`config.mk`:
```
export PLATFORM = sky130hd
export DESIGN_NAME = dcid_regbank
export DESIGN_NICKNAME = d
export VERILOG_FILES = /design/src/dcid_pkg.sv /design/src/dcid_claim_tags.sv /design/src/dcid_lock_ctrl.sv /design/src/dcid_regbank.sv
export SDC_FILE = /design/constraint.sdc
export NUM_CORES = 1
export LEC_CHECK = 0
export BUFFER_PORTS_ARGS = -buffer_cell sky130_fd_sc_hd__buf_4
export CORE_MARGIN = 1.5
export CORE_UTILIZATION = 40
export CTS_BUF_LIST = sky130_fd_sc_hd__clkbuf_4 sky130_fd_sc_hd__clkbuf_8
export DETAILED_ROUTE_END_ITERATION = 7
export GPL_ROUTABILITY_DRIVEN = 0
export HOLD_SLACK_MARGIN = 0.06
export PLACE_DENSITY_LB_ADDON = 0.2
export SLEW_MARGIN = 20
export SYNTH_ARGS = -nofsm -noshare
export SYNTH_HDL_FRONTEND = slang
export SYNTH_SLANG_ARGS = --single-unit
```
`constraint.sdc`:
```
create_clock -name ref_clk_in -period 3.4 [get_ports ref_clk_in]
set_input_delay 0.34 -clock ref_clk_in [delete_from_list [all_inputs] [get_ports ref_clk_in]]
set_output_delay 0.34 -clock ref_clk_in [all_outputs]
set_load 0.01 [all_outputs]
```
`src/dcid_pkg.sv`:
```
package dcid_pkg;

    ////////////////////////////////////////////////////////////////////////////
    // Word offsets inside the top 4KB block
    localparam logic [11:0] OFF_INTEG_CTRL  = 12'hF00;
    localparam logic [11:0] OFF_CLAIM_SET   = 12'hFA0;
    localparam logic [11:0] OFF_CLAIM_CLR   = 12'hFA4;
    localparam logic [11:0] OFF_DEV_AFF0    = 12'hFA8;
    localparam logic [11:0] OFF_DEV_AFF1    = 12'hFAC;
    localparam logic [11:0] OFF_LOCK_ACCESS = 12'hFB0;
    localparam logic [11:0] OFF_LOCK_STATE  = 12'hFB4;
    localparam logic [11:0] OFF_AUTH_STATE  = 12'hFB8;
    localparam logic [11:0] OFF_DEV_ARCH    = 12'hFBC;
    localparam logic [11:0] OFF_DEV_CFG2    = 12'hFC0;
    localparam logic [11:0] OFF_DEV_CFG1    = 12'hFC4;
    localparam logic [11:0] OFF_DEV_CFG0    = 12'hFC8;
    localparam logic [11:0] OFF_DEV_TYPE    = 12'hFCC;
    localparam logic [11:0] OFF_PERIPH_ID4  = 12'hFD0;
    localparam logic [11:0] OFF_PERIPH_ID5  = 12'hFD4;
    localparam logic [11:0] OFF_PERIPH_ID6  = 12'hFD8;
    localparam logic [11:0] OFF_PERIPH_ID7  = 12'hFDC;
    localparam logic [11:0] OFF_PERIPH_ID0  = 12'hFE0;
    localparam logic [11:0] OFF_PERIPH_ID1  = 12'hFE4;
    localparam logic [11:0] OFF_PERIPH_ID2  = 12'hFE8;
    localparam logic [11:0] OFF_PERIPH_ID3  = 12'hFEC;
    localparam logic [11:0] OFF_COMP_ID0    = 12'hFF0;
    localparam logic [11:0] OFF_COMP_ID1    = 12'hFF4;
    localparam logic [11:0] OFF_COMP_ID2    = 12'hFF8;
    localparam logic [11:0] OFF_COMP_ID3    = 12'hFFC;

    ////////////////////////////////////////////////////////////////////////////
    // Field positions and sizes
    localparam int          BLOCK_SHIFT     = 12;
    localparam int          LOCK_IMPL_BIT   = 0;
    localparam int          LOCK_LOCKED_BIT = 1;
    localparam int          LOCK_NARROW_BIT = 2;
    localparam int          CLASS_LSB       = 4;
    localparam logic [3:0]  CLASS_ROM_TABLE = 4'h1;
    localparam logic [3:0]  CLASS_DEBUG     = 4'h9;
    localparam logic [3:0]  CLASS_SYSTEM    = 4'hF;

    ////////////////////////////////////////////////////////////////////////////
    // Reset values
    localparam logic        INTEG_CTRL_RST  = 1'b0;
    localparam logic [31:0] CLAIM_RST       = 32'h0000_0000;
    localparam logic [31:0] RDATA_RST       = 32'h0000_0000;
    localparam logic [7:0]  AUTH_SYNC_RST   = 8'h00;

endpackage

```
`src/dcid_claim_tags.sv`:
```
`timescale 1ns/10ps
module dcid_claim_tags
    import dcid_pkg::*;
#(
    parameter int CLAIM_W = 4
) (
    // Clock and reset
    input  wire logic        ref_clk_in,
    input  wire logic        rst_in,
    // Write strobes from the bus slave
    input  wire logic        set_we_in,
    input  wire logic        clr_we_in,
    input  wire logic [31:0] wdata_in,
    input  wire logic [3:0]  wstrb_in,
    // Tag state
    output logic      [31:0] tags_out,
    output logic      [31:0] impl_mask_out
);
    // Bits above CLAIM_W never store anything
    localparam logic [31:0] CLAIM_MASK = 32'((64'h1 << CLAIM_W) - 64'h1);

    typedef struct packed {
        logic [31:0] tags_r;
    } dcid_claim_s;

    dcid_claim_s cur;
    dcid_claim_s nxt;
    logic [31:0] lane_mask;

    always_comb begin
        lane_mask = {{8{wstrb_in[3]}}, {8{wstrb_in[2]}}, {8{wstrb_in[1]}}, {8{wstrb_in[0]}}};
        nxt = cur;
        if (set_we_in) begin
            nxt.tags_r = cur.tags_r | (wdata_in & lane_mask & CLAIM_MASK);
        end else if (clr_we_in) begin
            nxt.tags_r = cur.tags_r & ~(wdata_in & lane_mask & CLAIM_MASK);
        end
    end

    always_ff @(posedge ref_clk_in) begin
        if (rst_in) begin
            cur <= CLAIM_RST;
        end else begin
            cur <= nxt;
        end
    end

    assign tags_out      = cur.tags_r;
    assign impl_mask_out = CLAIM_MASK;
endmodule

```
`src/dcid_lock_ctrl.sv`:
```
`timescale 1ns/10ps
module dcid_lock_ctrl
    import dcid_pkg::*;
#(
    parameter logic        LOCK_IMPL = 1'b1,
    parameter logic [31:0] LOCK_KEY  = 32'h5A5A_5A5A
) (
    // Clock and reset
    input  wire logic        ref_clk_in,
    input  wire logic        rst_in,
    // Write to the lock access word
    input  wire logic        we_in,
    input  wire logic [31:0] wdata_in,
    input  wire logic [3:0]  wstrb_in,
    // Lock status
    output logic             locked_out
);
    typedef struct packed {
        logic locked_r;
    } dcid_lock_s;

    dcid_lock_s cur;
    dcid_lock_s nxt;

    // Key must arrive as one full word; partial lanes relock
    always_comb begin
        nxt = cur;
        if (we_in && LOCK_IMPL) begin
            nxt.locked_r = !(wdata_in == LOCK_KEY && wstrb_in == 4'hF);
        end
    end

    always_ff @(posedge ref_clk_in) begin
        if (rst_in) begin
            cur <= LOCK_IMPL;
        end else begin
            cur <= nxt;
        end
    end

    assign locked_out = cur.locked_r;
endmodule

```
`src/dcid_regbank.sv`:
```
`timescale 1ns/10ps
module dcid_regbank
    import dcid_pkg::*;
#(
    parameter int          ADDR_W       = 12,
    parameter int          NUM_BLOCKS   = 1,
    parameter int          CLAIM_W      = 4,
    parameter logic        LOCK_IMPL    = 1'b1,
    parameter logic [31:0] LOCK_KEY     = 32'h5A5A_5A5A,
    parameter logic [31:0] DEV_AFF0     = 32'h0000_0000,
    parameter logic [31:0] DEV_AFF1     = 32'h0000_0000,
    parameter logic [31:0] DEV_ARCH     = 32'h0000_0000,
    parameter logic [31:0] DEV_CFG0     = 32'h0000_0000,
    parameter logic [31:0] DEV_CFG1     = 32'h0000_0000,
    parameter logic [31:0] DEV_CFG2     = 32'h0000_0000,
    parameter logic [7:0]  DEV_TYPE     = 8'h00,
    // Arbitrary identification bytes, {id7 .. id0}
    parameter logic [63:0] PERIPH_IDS   = 64'h0000_0000_0000_0000,
    parameter logic [3:0]  COMP_CLASS   = 4'h9,
    // Arbitrary preamble, {ident3, ident2, ident1[3:0], ident0}
    parameter logic [27:0] PREAMBLE     = 28'h000_0000
) (
    // Clock and reset
    input  wire logic              ref_clk_in,
    input  wire logic              rst_in,
    // Debug APB slave
    input  wire logic              psel_in,
    input  wire logic              penable_in,
    input  wire logic              pwrite_in,
    input  wire logic [ADDR_W-1:0] paddr_in,
    input  wire logic [31:0]       pwdata_in,
    input  wire logic [3:0]        pstrb_in,
    output logic      [31:0]       prdata_out,
    output logic                   pready_out,
    output logic                   pslverr_out,
    // Authentication levels from the security logic, asynchronous
    input  wire logic [7:0]        auth_state_in,
    // Controls toward the component
    output logic                   integration_mode_out,
    output logic      [31:0]       claim_tags_out,
    output logic                   locked_out
);

    ////////////////////////////////////////////////////////////////////////////
    // State

    typedef struct packed {
        logic [31:0] prdata_r;
        logic [7:0]  auth_meta_r;
        logic [7:0]  auth_sync_r;
        logic        integ_r;
    } dcid_bank_s;

    dcid_bank_s  cur;
    dcid_bank_s  nxt;

    logic        top_blk;
    logic [11:0] word_off;
    logic        rd_setup;
    logic        wr_acc;
    logic        rd_hit;
    logic [31:0] rd_word;
    logic [31:0] claim_tags;
    logic [31:0] claim_mask;
    logic        locked;
    logic        claim_set_we;
    logic        claim_clr_we;
    logic        lock_we;
    logic [2:0]  lock_word;

    ////////////////////////////////////////////////////////////////////////////
    // Address decode

    // Upper address bits select the block; only the last one holds the bank
    assign top_blk  = (paddr_in >> BLOCK_SHIFT) == ADDR_W'(NUM_BLOCKS - 1);
    // Byte bits are dropped: every access addresses a whole word; write strobes pick the lanes
    assign word_off = {paddr_in[11:2], 2'b00};
    assign rd_setup = psel_in && !penable_in && !pwrite_in;
    assign wr_acc   = psel_in && penable_in && pwrite_in && top_blk;

    // Locked bank ignores every write but the key word
    assign claim_set_we = wr_acc && !locked && word_off == OFF_CLAIM_SET;
    assign claim_clr_we = wr_acc && !locked && word_off == OFF_CLAIM_CLR;
    assign lock_we      = wr_acc && word_off == OFF_LOCK_ACCESS;

    assign lock_word = 3'({1'b0, locked, LOCK_IMPL});

    ////////////////////////////////////////////////////////////////////////////
    // Read multiplexer

    always_comb begin
        rd_word = 32'h0;
        rd_hit  = 1'b1;
        if (!top_blk) begin
            // Lower blocks and device-specific space hold nothing here
            rd_hit = 1'b0;
        end else begin
            case (word_off)
                OFF_INTEG_CTRL: begin
                    rd_word = {31'h0, cur.integ_r};
                end
                OFF_CLAIM_SET: begin
                    rd_word = claim_mask;
                end
                OFF_CLAIM_CLR: begin
                    rd_word = claim_tags;
                end
                OFF_DEV_AFF0: begin
                    rd_word = DEV_AFF0;
                end
                OFF_DEV_AFF1: begin
                    rd_word = DEV_AFF1;
                end
                OFF_LOCK_ACCESS: begin
                    rd_word = 32'h0;
                end
                OFF_LOCK_STATE: begin
                    rd_word = {29'h0, lock_word};
                end
                OFF_AUTH_STATE: begin
                    rd_word = {24'h0, cur.auth_sync_r};
                end
                OFF_DEV_ARCH: begin
                    rd_word = DEV_ARCH;
                end
                OFF_DEV_CFG2: begin
                    rd_word = DEV_CFG2;
                end
                OFF_DEV_CFG1: begin
                    rd_word = DEV_CFG1;
                end
                OFF_DEV_CFG0: begin
                    rd_word = DEV_CFG0;
                end
                OFF_DEV_TYPE: begin
                    rd_word = {24'h0, DEV_TYPE};
                end
                OFF_PERIPH_ID4: begin
                    rd_word = {24'h0, PERIPH_IDS[39:32]};
                end
                OFF_PERIPH_ID5: begin
                    rd_word = {24'h0, PERIPH_IDS[47:40]};
                end
                OFF_PERIPH_ID6: begin
                    rd_word = {24'h0, PERIPH_IDS[55:48]};
                end
                OFF_PERIPH_ID7: begin
                    rd_word = {24'h0, PERIPH_IDS[63:56]};
                end
                OFF_PERIPH_ID0: begin
                    rd_word = {24'h0, PERIPH_IDS[7:0]};
                end
                OFF_PERIPH_ID1: begin
                    rd_word = {24'h0, PERIPH_IDS[15:8]};
                end
                OFF_PERIPH_ID2: begin
                    rd_word = {24'h0, PERIPH_IDS[23:16]};
                end
                OFF_PERIPH_ID3: begin
                    rd_word = {24'h0, PERIPH_IDS[31:24]};
                end
                OFF_COMP_ID0: begin
                    rd_word = {24'h0, PREAMBLE[7:0]};
                end
                OFF_COMP_ID1: begin
                    rd_word = {24'h0, COMP_CLASS, PREAMBLE[11:8]};
                end
                OFF_COMP_ID2: begin
                    rd_word = {24'h0, PREAMBLE[19:12]};
                end
                OFF_COMP_ID3: begin
                    rd_word = {24'h0, PREAMBLE[27:20]};
                end
                default: begin
                    rd_hit = 1'b0;
                end
            endcase
        end
    end

    ////////////////////////////////////////////////////////////////////////////
    // Next state

    always_comb begin
        nxt = cur;
        // Two stages before anything reads the authentication levels
        nxt.auth_meta_r = auth_state_in;
        nxt.auth_sync_r = cur.auth_meta_r;
        // Read word captured in setup so access phase sees a flop
        if (rd_setup) begin
            nxt.prdata_r = rd_word;
        end
        // Bit 0 lives in the lowest byte lane
        if (wr_acc && !locked && word_off == OFF_INTEG_CTRL && pstrb_in[0]) begin
            nxt.integ_r = pwdata_in[0];
        end
    end

    always_ff @(posedge ref_clk_in) begin
        if (rst_in) begin
            cur <= {RDATA_RST, AUTH_SYNC_RST, AUTH_SYNC_RST, INTEG_CTRL_RST};
        end else begin
            cur <= nxt;
        end
    end

    ////////////////////////////////////////////////////////////////////////////
    // Submodules

    dcid_claim_tags #(
        .CLAIM_W       (CLAIM_W)
    ) u_claim (
        .ref_clk_in    (ref_clk_in),
        .rst_in        (rst_in),
        .set_we_in     (claim_set_we),
        .clr_we_in     (claim_clr_we),
        .wdata_in      (pwdata_in),
        .wstrb_in      (pstrb_in),
        .tags_out      (claim_tags),
        .impl_mask_out (claim_mask)
    );

    dcid_lock_ctrl #(
        .LOCK_IMPL     (LOCK_IMPL),
        .LOCK_KEY      (LOCK_KEY)
    ) u_lock (
        .ref_clk_in    (ref_clk_in),
        .rst_in        (rst_in),
        .we_in         (lock_we),
        .wdata_in      (pwdata_in),
        .wstrb_in      (pstrb_in),
        .locked_out    (locked)
    );

    ////////////////////////////////////////////////////////////////////////////
    // Outputs

    // Zero wait states; no access is ever refused
    assign pready_out           = psel_in && penable_in;
    assign pslverr_out          = 1'b0;
    assign prdata_out           = cur.prdata_r;
    assign integration_mode_out = cur.integ_r;
    assign claim_tags_out       = claim_tags;
    assign locked_out           = locked;
endmodule

```
Word level (Yosys, flattened, before mapping)
Index checks and enable logic that the tools add are counted.

word-level totals
  bits in registers = 82
  bits of input ports = 61
  output and inout port bits = 68
  logic and storage cells = 38

cells by class
  equality and inequality tests = 9
  muxes and demuxes = 3
  bitwise gates (word level) = 4
  reduce and logical (&&, ||, !) cells = 16

operator list
  kind                  number
  $pmux 32 s6           1
  $eq 10x10->1 const B  7
  $mux 32               2
  $and 32x32->32        1
  $eq 32x31->1 const B  1
  $not 4->32            1
  $or 32x4->32          1
  $logic_and 1x1->1     11
  $and 4x4->4           1
  $eq 4x4->1 const B    1
  $logic_not 1->1       4
  $reduce_bool 2->1     1

Longest topological paths before layout
Gate-level depths: netlist of run 1.

  depth after elaboration = 6
  mapped depth = 6
  mapped depth without buffers = 5

Modules after synthesis
From an unflattened synthesis of run 1, not the netlist that was laid out.

unflattened totals
  cell total of the unflattened synthesis = 369
  area, all modules = 3304.4 um^2

by module, submodules not included
  module           instances  cells each  area each (um^2)  seq. area each (um^2)
  dcid_regbank     1          272         2512.4            980.9
  dcid_claim_tags  1          82          643.1             80.1
  dcid_lock_ctrl   1          15          148.9             20.0

Worst setup path after synthesis of run 1
No wires, ideal clock.

  kind = input port to flip-flop
  from = input port paddr_in[4]
  to = register cur (netlist bit prdata_out[1])
  setup time = 71 ps
  arrival = 1634 ps
  required time = 3329 ps
  path slack = 1695 ps
  stages = 6
  path buffers = 1
  cell sequence = buf_4 and4bb_2 nor3b_1 and2_1 o211ai_1 a21oi_1

on the way
  word-level cells in the longest chain between the ends = 2
  elaborated cells on any way between the ends = 7
  those cells by class = 6 x eq/ne; 1 x mux

ends and longest elaborated chain
  item                             RTL line             RTL
  start, declared                  dcid_regbank.sv:30   input wire logic [ADDR_W-1:0] paddr_in,
  $eq 10x10->1 (on tied branches)  -
  $pmux 32 s6 *                    dcid_regbank.sv:98   case (word_off)
  end signal, assigned             dcid_regbank.sv:201  cur <= {RDATA_RST, AUTH_SYNC_RST, AUTH_SYNC_RST, INTEG_CTRL_RST};
  end signal, assigned             dcid_regbank.sv:203  cur <= nxt;
  end, declared                    dcid_regbank.sv:54   dcid_bank_s cur;

Mark *: on every way between the ends. The rest lies on a longest branch, timed or not.
A chain may end at the register's enable or synchronous reset.

Final worst setup path of run 1
  from = input port paddr_in[2]
  to = register cur (netlist bit prdata_out[1])

Same word-level chain as after synthesis.

==> flow_metrics.env, run 1 <==
export IMPL_root_buffer="clkbuf_8"
export IMPL_avgSynthCellArea_um2=8.70
export IMPL_htree_levels=2
export IMPL_fin_nets=328
export IMPL_wire_per_inst_um=11.0
export IMPL_ys_types=36
export IMPL_crit_type="in -> reg"
export IMPL_synth_cells=202
export IMPL_syn2layout_area_growth_pct=23.7
export IMPL_grt_pass1_wl_mm=5.31
export IMPL_slew_headroom=0.350
export IMPL_post_place_ws_ns=1.31
export IMPL_worst_slack_ns=1.56
export IMPL_dp_hpwl_mm=2.83
export IMPL_placed_cell_area_mm2=0.00208
export IMPL_finalHoldViolations=0
export IMPL_cp_slowest_cell="nor3b_1"
export IMPL_grt_max_degree=32
export IMPL_hold_start="pwdata_in[1]"
export IMPL_drive_gt1_frac=0.321
export IMPL_min_path_type="in -> reg"
export IMPL_max_vdd_ir_drop_v=0.000180
export IMPL_fin_crit_ns=1.84
export IMPL_outcome="complete, no violations"
export IMPL_finalSetupViolations=0
export IMPL_overflow=0
export IMPL_ctsResizeCount=0
export IMPL_die_y_um=69.3
export IMPL_postRouteWirelength_mm=3.50
export IMPL_crit_path_end_kind="flip-flop"
export IMPL_ant_nets=0
export IMPL_io_pins=129
export IMPL_crit_arrival_ns=2.05
export IMPL_worst_path_max_fanout=13
export IMPL_max_cap_violations=0
export IMPL_drc=0
export IMPL_port_buffer_count=73
export IMPL_rows=23
export IMPL_required_ns=3.61
export IMPL_insertion_delay_ns=0.28
export IMPL_path_cells="buf_4 > and4bb_2 > nor3b_1 > and2_1 > o211ai_1 > a21oi_1"
export IMPL_seq_area_frac_synth=0.342
export IMPL_viasPerCell=4.54
export IMPL_cts_clk_slew_worst_paths_ns=0.06
export IMPL_grt_pass1_vias=1215
export IMPL_clk_path_buf_depth=2
export IMPL_start_kind="input port"
export IMPL_cts_sinks=30
export IMPL_reg2reg_slack_ns=1.99
export IMPL_clock_fmax_mhz=543
export IMPL_vias=1444
export IMPL_power_leakage_nw=0.996
export IMPL_postLayoutCellArea_mm2=0.00217
export IMPL_r2r_start="u_lock.locked_out$_SDFFE_PP1P_"
export IMPL_cts_tree="done"
export IMPL_synth_seq_cells=30
export IMPL_slew_viol_final=0
export IMPL_grt_use_total=0.135
export IMPL_dr_first_iter_drc_count=42
export IMPL_setup_tns_ns=0
export IMPL_cts_made_buffers=5
export IMPL_fin_crit_sh=0.542
export IMPL_die_w_um=69.3
export IMPL_yosysWarnings=0
export IMPL_antenna_found_initial=0
export IMPL_clock_skew_final_ns=0.00510
export IMPL_worst_pin_slew_ns=0.972
export IMPL_start_util=0.427
export IMPL_cts_setup_buffers=0
export IMPL_holdBufCountCts=0
export IMPL_holdPathStages=2
export IMPL_core_area_mm2=0.00412
export IMPL_drt_pre_antenna_iters=4
export IMPL_power_density_mw_per_mm2=361
export IMPL_slowest_delay_ns=0.75
export IMPL_num_antenna_cells=0
export IMPL_die_area_mm2=0.00480
export IMPL_syn_area_mm2=0.00176
export IMPL_rsz0062_at_grt="false"
export IMPL_rr_worst_depth=4
-- power by group --
group | leakage, nW | total [mW] | internal [mW] | switching, mW
logic | 0.698 | 0.122 | 0.0609 | 0.0616
clock network | 0.0517 | 0.297 | 0.171 | 0.127
registers | 0.246 | 0.366 | 0.363 | 0.00316
total | 0.996 | 0.786 | 0.594 | 0.191
-- metal layers --
layer | part of all wire | global-route usage | vias to the layer above
li1 | - | - | 714
met1 | 0.39 | 0.155 | 647
met5 | 0 | 0 | -
met3 | 0.090 | 0.0436 | 6
met4 | 0.015 | 0.0545 | 0
met2 | 0.50 | 0.229 | 77
-- critical path, delay by kind of cell --
| kind | cells | cell delay [ns] |
|---|---|---|
| compound gates | 2 | 0.28 |
| buf+inv | 1 | 0.16 |
| simple gates | 3 | 1.28 |
-- layout make-up --
type | instances | area (um2)
inverter | 1 | 3.75
multi-input combinational | 156 | 865
tap | 50 | 62.6
timing repair buffer | 73 | 548
fill | 411 | 1940
clock buffer | 7 | 90.1
sequential | 30 | 601
clock inverter | 1 | 5.00
-- cell usage after synthesis --
| cell type | count | area share |
|---|---|---|
| nor2b_1 | 19 | 0.068 |
| mux2i_1 | 1 | 0.0057 |
| clkbuf_1 | 5 | 0.011 |
| o311ai_1 | 1 | 0.0050 |
| o22ai_1 | 1 | 0.0036 |
| nand2b_1 | 2 | 0.0071 |
| a21oi_1 | 9 | 0.026 |
| o211ai_1 | 1 | 0.0043 |
| dfxtp_1 | 30 | 0.34 |
| nand4_1 | 2 | 0.0071 |
| or4_4 | 1 | 0.0064 |
| conb_1 | 1 | 0.0021 |
| or3b_2 | 1 | 0.0050 |
| or4_1 | 1 | 0.0043 |
| buf_4 | 62 | 0.26 |
| a311oi_1 | 4 | 0.020 |
| nor4bb_1 | 4 | 0.023 |
| nor4b_1 | 2 | 0.010 |
| a41oi_1 | 1 | 0.0050 |
| and4bb_2 | 1 | 0.0071 |
| nor3_1 | 6 | 0.017 |
| xor2_1 | 1 | 0.0050 |
| a211oi_1 | 5 | 0.021 |
| nor2_1 | 10 | 0.021 |
| inv_1 | 1 | 0.0021 |
| nand4bb_1 | 1 | 0.0064 |
| nor3b_1 | 3 | 0.013 |
| nand3_1 | 4 | 0.011 |
| and2_1 | 3 | 0.011 |
| nor3_4 | 1 | 0.0093 |
| nand2_1 | 9 | 0.019 |
| or2_2 | 1 | 0.0036 |
| nor4_1 | 2 | 0.0071 |
| a31oi_1 | 1 | 0.0036 |
| nand4b_1 | 4 | 0.020 |
| or3_1 | 1 | 0.0036 |
-- metrics by stage --
step	power (mW)	hold slack, ns	utilization	std cells
global route	0.822	0.270	0.528	318
finish	0.786	0.272	0.528	318
CTS	0.792	0.266	0.528	318
detailed placement	0.496	0.424	0.505	310
floorplan	0.479	0.414	-	254
global placement	0.494	0.421	0.505	310
-- cells by family (layout without fill, tap and decap cells) --
group / Yosys count / in the layout / synth area share
multiplexers: 1 / 1 / 0.00569
XOR/XNOR: 1 / 1 / 0.00498
AND/OR/NAND/NOR: 78 / 78 / 0.280
AO/OA/AOI/OAI: 23 / 23 / 0.0883
other: 1 / 53 / 0.00213
flip-flops: 30 / 30 / 0.342
buffers and inverters: 68 / 82 / 0.278
-- how the worst max path moves through the flow --
stage,startpoint,endpoint,slack [ns],cells after the start
6_report,paddr_in[2],prdata_out[1]$_SDFFE_PP0P_,1.56,6
3_5_place_dp,paddr_in[2],prdata_out[1]$_SDFFE_PP0P_,1.31,6
5_1_grt,paddr_in[2],prdata_out[0]$_SDFFE_PP0P_,1.47,6
2_1_floorplan,paddr_in[4],prdata_out[1]$_SDFFE_PP0P_,1.70,6
3_3_place_gp,paddr_in[2],prdata_out[1]$_SDFFE_PP0P_,1.30,6
4_1_cts,paddr_in[2],prdata_out[1]$_SDFFE_PP0P_,1.60,6
-- cell usage in the layout (no fill, tap or decap), types with 3 or more instances in the layout --
cell type,synthesis,layout
dfxtp_1,30,30
nand3_1,4,4
nor3b_1,3,3
a21oi_1,9,9
nand4b_1,4,4
nand2_1,9,9
nor2b_1,19,19
clkbuf_8,0,6
a211oi_1,5,5
buf_4,62,73
nor2_1,10,10
conb_1,1,53
nor3_1,6,6
and2_1,3,3
a311oi_1,4,4
nor4bb_1,4,4
Note: power is estimated with default switching activity, not from simulation.
==> run 2: changes to the inputs <==
--- a/config.mk
+++ b/config.mk
@@ -5,6 +5,7 @@
 export SDC_FILE = /design/constraint.sdc
 export NUM_CORES = 1
 export LEC_CHECK = 0
+export ABC_AREA = 1
 export BUFFER_PORTS_ARGS = -buffer_cell sky130_fd_sc_hd__buf_4
 export CORE_MARGIN = 1.5
 export CORE_UTILIZATION = 40
==> constraint.sdc (replaced) <==
create_clock -name ref_clk_in -period 1.83 [get_ports ref_clk_in]
set_input_delay 0.183 -clock ref_clk_in [delete_from_list [all_inputs] [get_ports ref_clk_in]]
set_output_delay 0.183 -clock ref_clk_in [all_outputs]
set_load 0.01 [all_outputs]
==> run 2 against run 1 <==
Via count is 14% higher. First-iteration DRC count is 130% higher. Utilization is 2.2 points lower.
==> flow_metrics.env, run 2 <==
export IMPL_outcome="complete, no violations"
export IMPL_io_pins=129
export IMPL_min_path_type="in -> reg"
export IMPL_layout_commonest_cell="buf_4"
export IMPL_die_y_um=72.3
export IMPL_total_power_mw=1.58
export IMPL_max_cap_violations=0
export IMPL_crit_path_end_kind="flip-flop"
export IMPL_cts_setup_buffers=0
export IMPL_cts_tree="done"
export IMPL_syn2layout_area_growth_pct=22.9
export IMPL_avgSynthCellArea_um2=7.14
export IMPL_core_area_mm2=0.00466
export IMPL_ctsResizeCount=0
export IMPL_clk_path_buf_depth=2
export IMPL_holdBufCountCts=0
export IMPL_reg2reg_slack_ns=0.62
export IMPL_rsz0062_at_grt="false"
export IMPL_overflow=0
export IMPL_grt_use_total=0.149
export IMPL_cts_clk_slew_worst_paths_ns=0.07
export IMPL_synth_ff_type="dfxtp_1"
export IMPL_seqPwrFrac=0.427
export IMPL_ant_nets=0
export IMPL_rows=25
export IMPL_comb_power_share=0.146
export IMPL_die_w_um=72.3
export IMPL_clock_skew_final_ns=0.00461
export IMPL_wire_per_inst_um=9.61
export IMPL_fin_crit_ns=1.21
export IMPL_crit_type="reg -> reg"
export IMPL_antenna_found_initial=0
export IMPL_fin_cells=391
export IMPL_insertion_delay_ns=0.28
export IMPL_r2r_start="u_lock.locked_out$_SDFFE_PP1P_"
export IMPL_drc=0
export IMPL_cts_sinks=30
export IMPL_drt_pre_antenna_iters=4
export IMPL_slew_viol_final=0
export IMPL_clock_fmax_mhz=830
export IMPL_power_density_mw_per_mm2=670
export IMPL_syn_area_mm2=0.00192
export IMPL_viasPerCell=4.20
export IMPL_dp_cells=383
export IMPL_fin_crit_sh=0.659
export IMPL_synth_area_leaders="dfxtp_1, buf_4, inv_1"
export IMPL_postLayoutCellArea_mm2=0.00236
export IMPL_yosysWarnings=0
export IMPL_required_ns=1.98
export IMPL_postRouteWirelength_mm=3.76
export IMPL_cp_slowest_cell="dfxtp_1"
export IMPL_dp_hpwl_mm=3.04
export IMPL_final_cell_mix="buf_4, conb_1, inv_1"
export IMPL_path_cells="inv_1 > nand4_1 > inv_1 > nand2_1 > o21ai_0 > a21oi_1"
export IMPL_start_kind="flip-flop"
export IMPL_async_reset_ff_frac=0
export IMPL_crit_top_cell="inv_1"
export IMPL_port_buffer_count=73
export IMPL_placed_cell_area_mm2=0.00225
export IMPL_finalHoldViolations=0
export IMPL_swShare=0.234
export IMPL_p_int_mw=1.21
export IMPL_htree_levels=2
export IMPL_synth_cells=269
export IMPL_drive_gt1_frac=0.282
export IMPL_synth_edf_count=0
export IMPL_setup_tns_ns=0
export IMPL_vias=1643
export IMPL_yosysTopAreaCellShare=0.313
export IMPL_worst_path_max_fanout=6
export IMPL_slowest_delay_ns=0.34
export IMPL_fin_nets=397
export IMPL_start_util=0.412
export IMPL_die_area_mm2=0.00523
export IMPL_grt_pass1_vias=1423
export IMPL_finalSetupViolations=0
export IMPL_synth_top_area_cell="dfxtp_1"
export IMPL_dr_first_iter_drc_count=97
export IMPL_power_leakage_nw=1.22
export IMPL_clkPwrFrac=0.426
export IMPL_num_antenna_cells=0
export IMPL_max_vdd_ir_drop_v=0.000390
export IMPL_seq_area_frac_synth=0.313
export IMPL_rr_worst_depth=6
export IMPL_cp_startpoint="u_lock.locked_out$_SDFFE_PP1P_"
export IMPL_synth_seq_cells=30
export IMPL_ys_types=26
export IMPL_post_synth_top_count_cell="buf_4"
export IMPL_power_switching_mw=0.371
export IMPL_crit_arrival_ns=1.36
export IMPL_root_buffer="clkbuf_8"
export IMPL_holdWs_ns=0.106
export IMPL_grt_max_degree=30
export IMPL_cts_made_buffers=5
export IMPL_yosys_top_cells_count="buf_4, inv_1, nand2_1"
export IMPL_grt_pass1_wl_mm=6.13
run 2: cell types whose count changed after synthesis, moves of 5 or more:
cell / delta
nor2b_1: -19
inv_1: +38
nor2_1: +20
nand2_1: +22
nor3_1: -5
nand3_1: +11
a211oi_1: -5
nand4_1: +13
run 2: worst min-delay path by stage:
stage                     startpoint                 end  slack [ns]  depth (start not counted)
finish              auth_state_in[1]  cur[10]$_SDFF_PP0_        0.11                          3
global route        auth_state_in[2]  cur[11]$_SDFF_PP0_         0.1                          3
CTS                 auth_state_in[1]  cur[10]$_SDFF_PP0_         0.1                          3
detailed placement  auth_state_in[1]  cur[10]$_SDFF_PP0_        0.39                          3
global placement    auth_state_in[5]  cur[14]$_SDFF_PP0_        0.38                          3
floorplan           auth_state_in[1]  cur[10]$_SDFF_PP0_        0.29                          2
run 2: cells by family (layout without fill, tap and decap cells):
| logic type | Yosys count | after routing | share of synthesized area |
|---|---|---|---|
| AND/OR/NAND/NOR | 108 | 108 | 0.283 |
| AO/OA/AOI/OAI | 22 | 22 | 0.0638 |
| other | 1 | 53 | 0.00195 |
| flip-flops | 30 | 30 | 0.313 |
| buffers and inverters | 108 | 124 | 0.338 |
run 2: power by group through the flow:
| stage | registers, mW | logic [mW] | clock network (mW) |
|---|---|---|---|
| after floorplan | 0.690 | 0.202 | 0 |
| after global placement | 0.691 | 0.228 | 0 |
| after detailed placement | 0.691 | 0.231 | 0 |
| after CTS | 0.676 | 0.232 | 0.693 |
| after global routing | 0.677 | 0.261 | 0.722 |
| final | 0.676 | 0.232 | 0.675 |
run 2: worst max-delay path, delay by kind of cell (launching register included):
kind | cells | cell delay [ns]
AO/OA/AOI/OAI | 2 | 0.23
buffers and inverters | 2 | 0.29
flip-flops | 1 | 0.34
AND/OR/NAND/NOR | 2 | 0.22
run 2: final cells by class:
class,instances,area (um2)
Tap cell,54,67.6
Timing Repair Buffer,74,556
Inverter,42,158
Sequential cell,30,601
Fill cell,500,2300
Multi-Input combinational cell,183,866
Clock buffer,7,83.8
Clock inverter,1,30.0
run 2: layer usage:
metal,part of all wire,GRT usage,vias to the layer above,routed length (um)
li1,-,-,872,-
met1,0.42,0.180,692,1590
met2,0.48,0.251,73,1820
met3,0.079,0.0417,6,295
met4,0.014,0.0608,0,54
met5,0,0,-,0
run 2: through the flow:
step            util  worst slack, ns
3_5_place_dp   0.482            0.470
6_report       0.507            0.625
3_3_place_gp   0.482            0.468
2_1_floorplan      -            0.764
4_1_cts        0.507            0.642
5_1_grt        0.507            0.520
==> run 3: changes to the inputs <==
--- a/config.mk
+++ b/config.mk
@@ -5,10 +5,10 @@
 export SDC_FILE = /design/constraint.sdc
 export NUM_CORES = 1
 export LEC_CHECK = 0
-export ABC_AREA = 1
+export ABC_AREA = 0
 export BUFFER_PORTS_ARGS = -buffer_cell sky130_fd_sc_hd__buf_4
 export CORE_MARGIN = 1.5
-export CORE_UTILIZATION = 40
+export CORE_UTILIZATION = 38
 export CTS_BUF_LIST = sky130_fd_sc_hd__clkbuf_4 sky130_fd_sc_hd__clkbuf_8
 export DETAILED_ROUTE_END_ITERATION = 7
 export GPL_ROUTABILITY_DRIVEN = 0
==> constraint.sdc (replaced) <==
create_clock -name ref_clk_in -period 1.1 [get_ports ref_clk_in]
set_input_delay 0.11 -clock ref_clk_in [delete_from_list [all_inputs] [get_ports ref_clk_in]]
set_output_delay 0.11 -clock ref_clk_in [all_outputs]
set_load 0.01 [all_outputs]
==> run 3 against run 2 <==
The flow now finishes with violations (negative setup slack). Power rose by 89%. Global-route usage rose by 1.8 points. Worst hold slack got worse by 0.031 ns. Clock power rose by 100%. Critical path depth fell by 1. Combinational power rose by 120%. Die area fell by 3.5%. Utilization rose by 11 points. Routed wire length rose by 12%. Largest power group is now the clock network.
==> flow_metrics.env, run 3 (synthesized netlist as in run 1, its figures left out) <==
export IMPL_final_cell_mix="buf_4, conb_1, dfxtp_1"
export IMPL_cts_clk_slew_worst_paths_ns=0.06
export IMPL_port_buffer_count=73
export IMPL_path_cells="nand4b_1 > nor3_4 > buf_6 > a21oi_2 > a311oi_1"
export IMPL_wire_per_inst_um=11.7
export IMPL_htree_levels=2
export IMPL_power_density_mw_per_mm2=1100
export IMPL_clock_fmax_mhz=795
export IMPL_crit_arrival_ns=1.45
export IMPL_slowest_delay_ns=0.31
export IMPL_fin_crit_sh=1.14
export IMPL_start_kind="flip-flop"
export IMPL_die_w_um=71.0
export IMPL_grt_pass1_wl_mm=6.65
export IMPL_core_area_mm2=0.00441
export IMPL_final_core_util=0.617
export IMPL_root_buffer="clkbuf_8"
export IMPL_grt_pass1_vias=1475
export IMPL_finalHoldViolations=0
export IMPL_antenna_found_initial=0
export IMPL_vias=1553
export IMPL_outcome="finished with violations"
export IMPL_viasPerCell=4.33
export IMPL_total_power_mw=2.99
export IMPL_dr_first_iter_drc_count=46
export IMPL_slew_viol_final=0
export IMPL_crit_path_end_kind="flip-flop"
export IMPL_clk_path_buf_depth=2
export IMPL_placed_cell_area_mm2=0.00231
export IMPL_power_leakage_nw=1.27
export IMPL_cts_made_buffers=5
export IMPL_num_antenna_cells=0
export IMPL_required_ns=1.29
export IMPL_grt_max_degree=31
export IMPL_grtUsageMet2=0.269
export IMPL_postLayoutCellArea_mm2=0.00272
export IMPL_syn2layout_area_growth_pct=54.9
export IMPL_regArea_um2=602
export IMPL_ant_nets=0
export IMPL_die_area_mm2=0.00504
export IMPL_fin_nets=367
export IMPL_drt_pre_antenna_iters=4
export IMPL_clock_skew_final_ns=0.00548
export IMPL_worst_path_max_fanout=7
export IMPL_holdWs_ns=0.0757
export IMPL_worst_slack_ns=-0.157
export IMPL_overflow=0
export IMPL_use_met3=0.0484
export IMPL_die_y_um=71.0
export IMPL_drc=0
export IMPL_busiest_layer="met2"
export IMPL_layout_commonest_cell="buf_4"
export IMPL_max_cap_violations=0
export IMPL_grt_use_total=0.167
export IMPL_io_pins=129
export IMPL_crit_type="reg -> reg"
export IMPL_post_place_ws_ns=-0.490
export IMPL_insertion_delay_ns=0.28
export IMPL_cts_sinks=30
export IMPL_postRouteWirelength_mm=4.21
export IMPL_min_path_type="in -> reg"
export IMPL_rows=24
export IMPL_start_util=0.398
export IMPL_drive_gt1_frac=0.446
export IMPL_fin_crit_ns=1.26
export IMPL_finalSetupViolations=7
export IMPL_violations="negative setup slack"
export IMPL_dp_hpwl_mm=3.19
export IMPL_rsz0062_at_grt="true"
export IMPL_max_vdd_ir_drop_v=0.000774
export IMPL_fill_cells=412
export IMPL_grtUsageMet1=0.208
export IMPL_cts_tree="done"
export IMPL_multi_input_area_um2=993
export IMPL_cp_slowest_cell="dfxtp_2"
-- run 3: per-stage QoR --
step,instances,TNS [ns]
finish,359,-0.872
global route,359,-1.59
CTS,358,-1.17
detailed placement,340,-5.62
floorplan,254,-2.63
global placement,340,-5.34
-- run 3: what timing repair did --
action,CTS,global route
hold buffers,8,0
endpoints found under the hold margin,8,0
buffers inserted,2,1
pin swaps,20,12
cloned,0,0
resized for setup,21,16
setup endpoints to repair,12,14
-- run 3: worst max-delay path, delay by kind of cell (launching register included) --
family / cells / cell delay, ns
buf+inv: 1 / 0.16
flops: 1 / 0.31
compound gates: 2 / 0.24
simple gates: 2 / 0.47
-- run 3: area by class of cell --
cell class,count,share of cell area
clock buffer,6,0.0303
clock inverter,2,0.0220
inverter,1,0.00138
multi-input combinational,156,0.365
sequential,30,0.221
tap,52,0.0239
timing repair buffer,112,0.337
-- run 3: power breakdown --
part | internal, mW | switching, mW
sequential | 1.12 | 0.0100
clock | 0.965 | 0.397
combinational | 0.269 | 0.229
total | 2.36 | 0.637
-- run 3: worst paths after layout --
check                                 startpoint                  to  slack [ns]  cells past startpoint
hold reg to reg                cur[9]$_SDFF_PP0_   cur[1]$_SDFF_PP0_        0.44                      1
setup / recovery  u_lock.locked_out$_SDFFE_PP1P_           flip-flop       -0.16                      5
setup reg to reg  u_lock.locked_out$_SDFFE_PP1P_           flip-flop       -0.16                      5
hold / removal                  auth_state_in[2]  cur[11]$_SDFF_PP0_        0.08                      2
-- run 3: layer usage --
layer | up-vias | part of all wire
li1 | 789 | -
met1 | 688 | 0.43
met2 | 68 | 0.49
met3 | 8 | 0.062
met4 | 0 | 0.019
met5 | - | 0
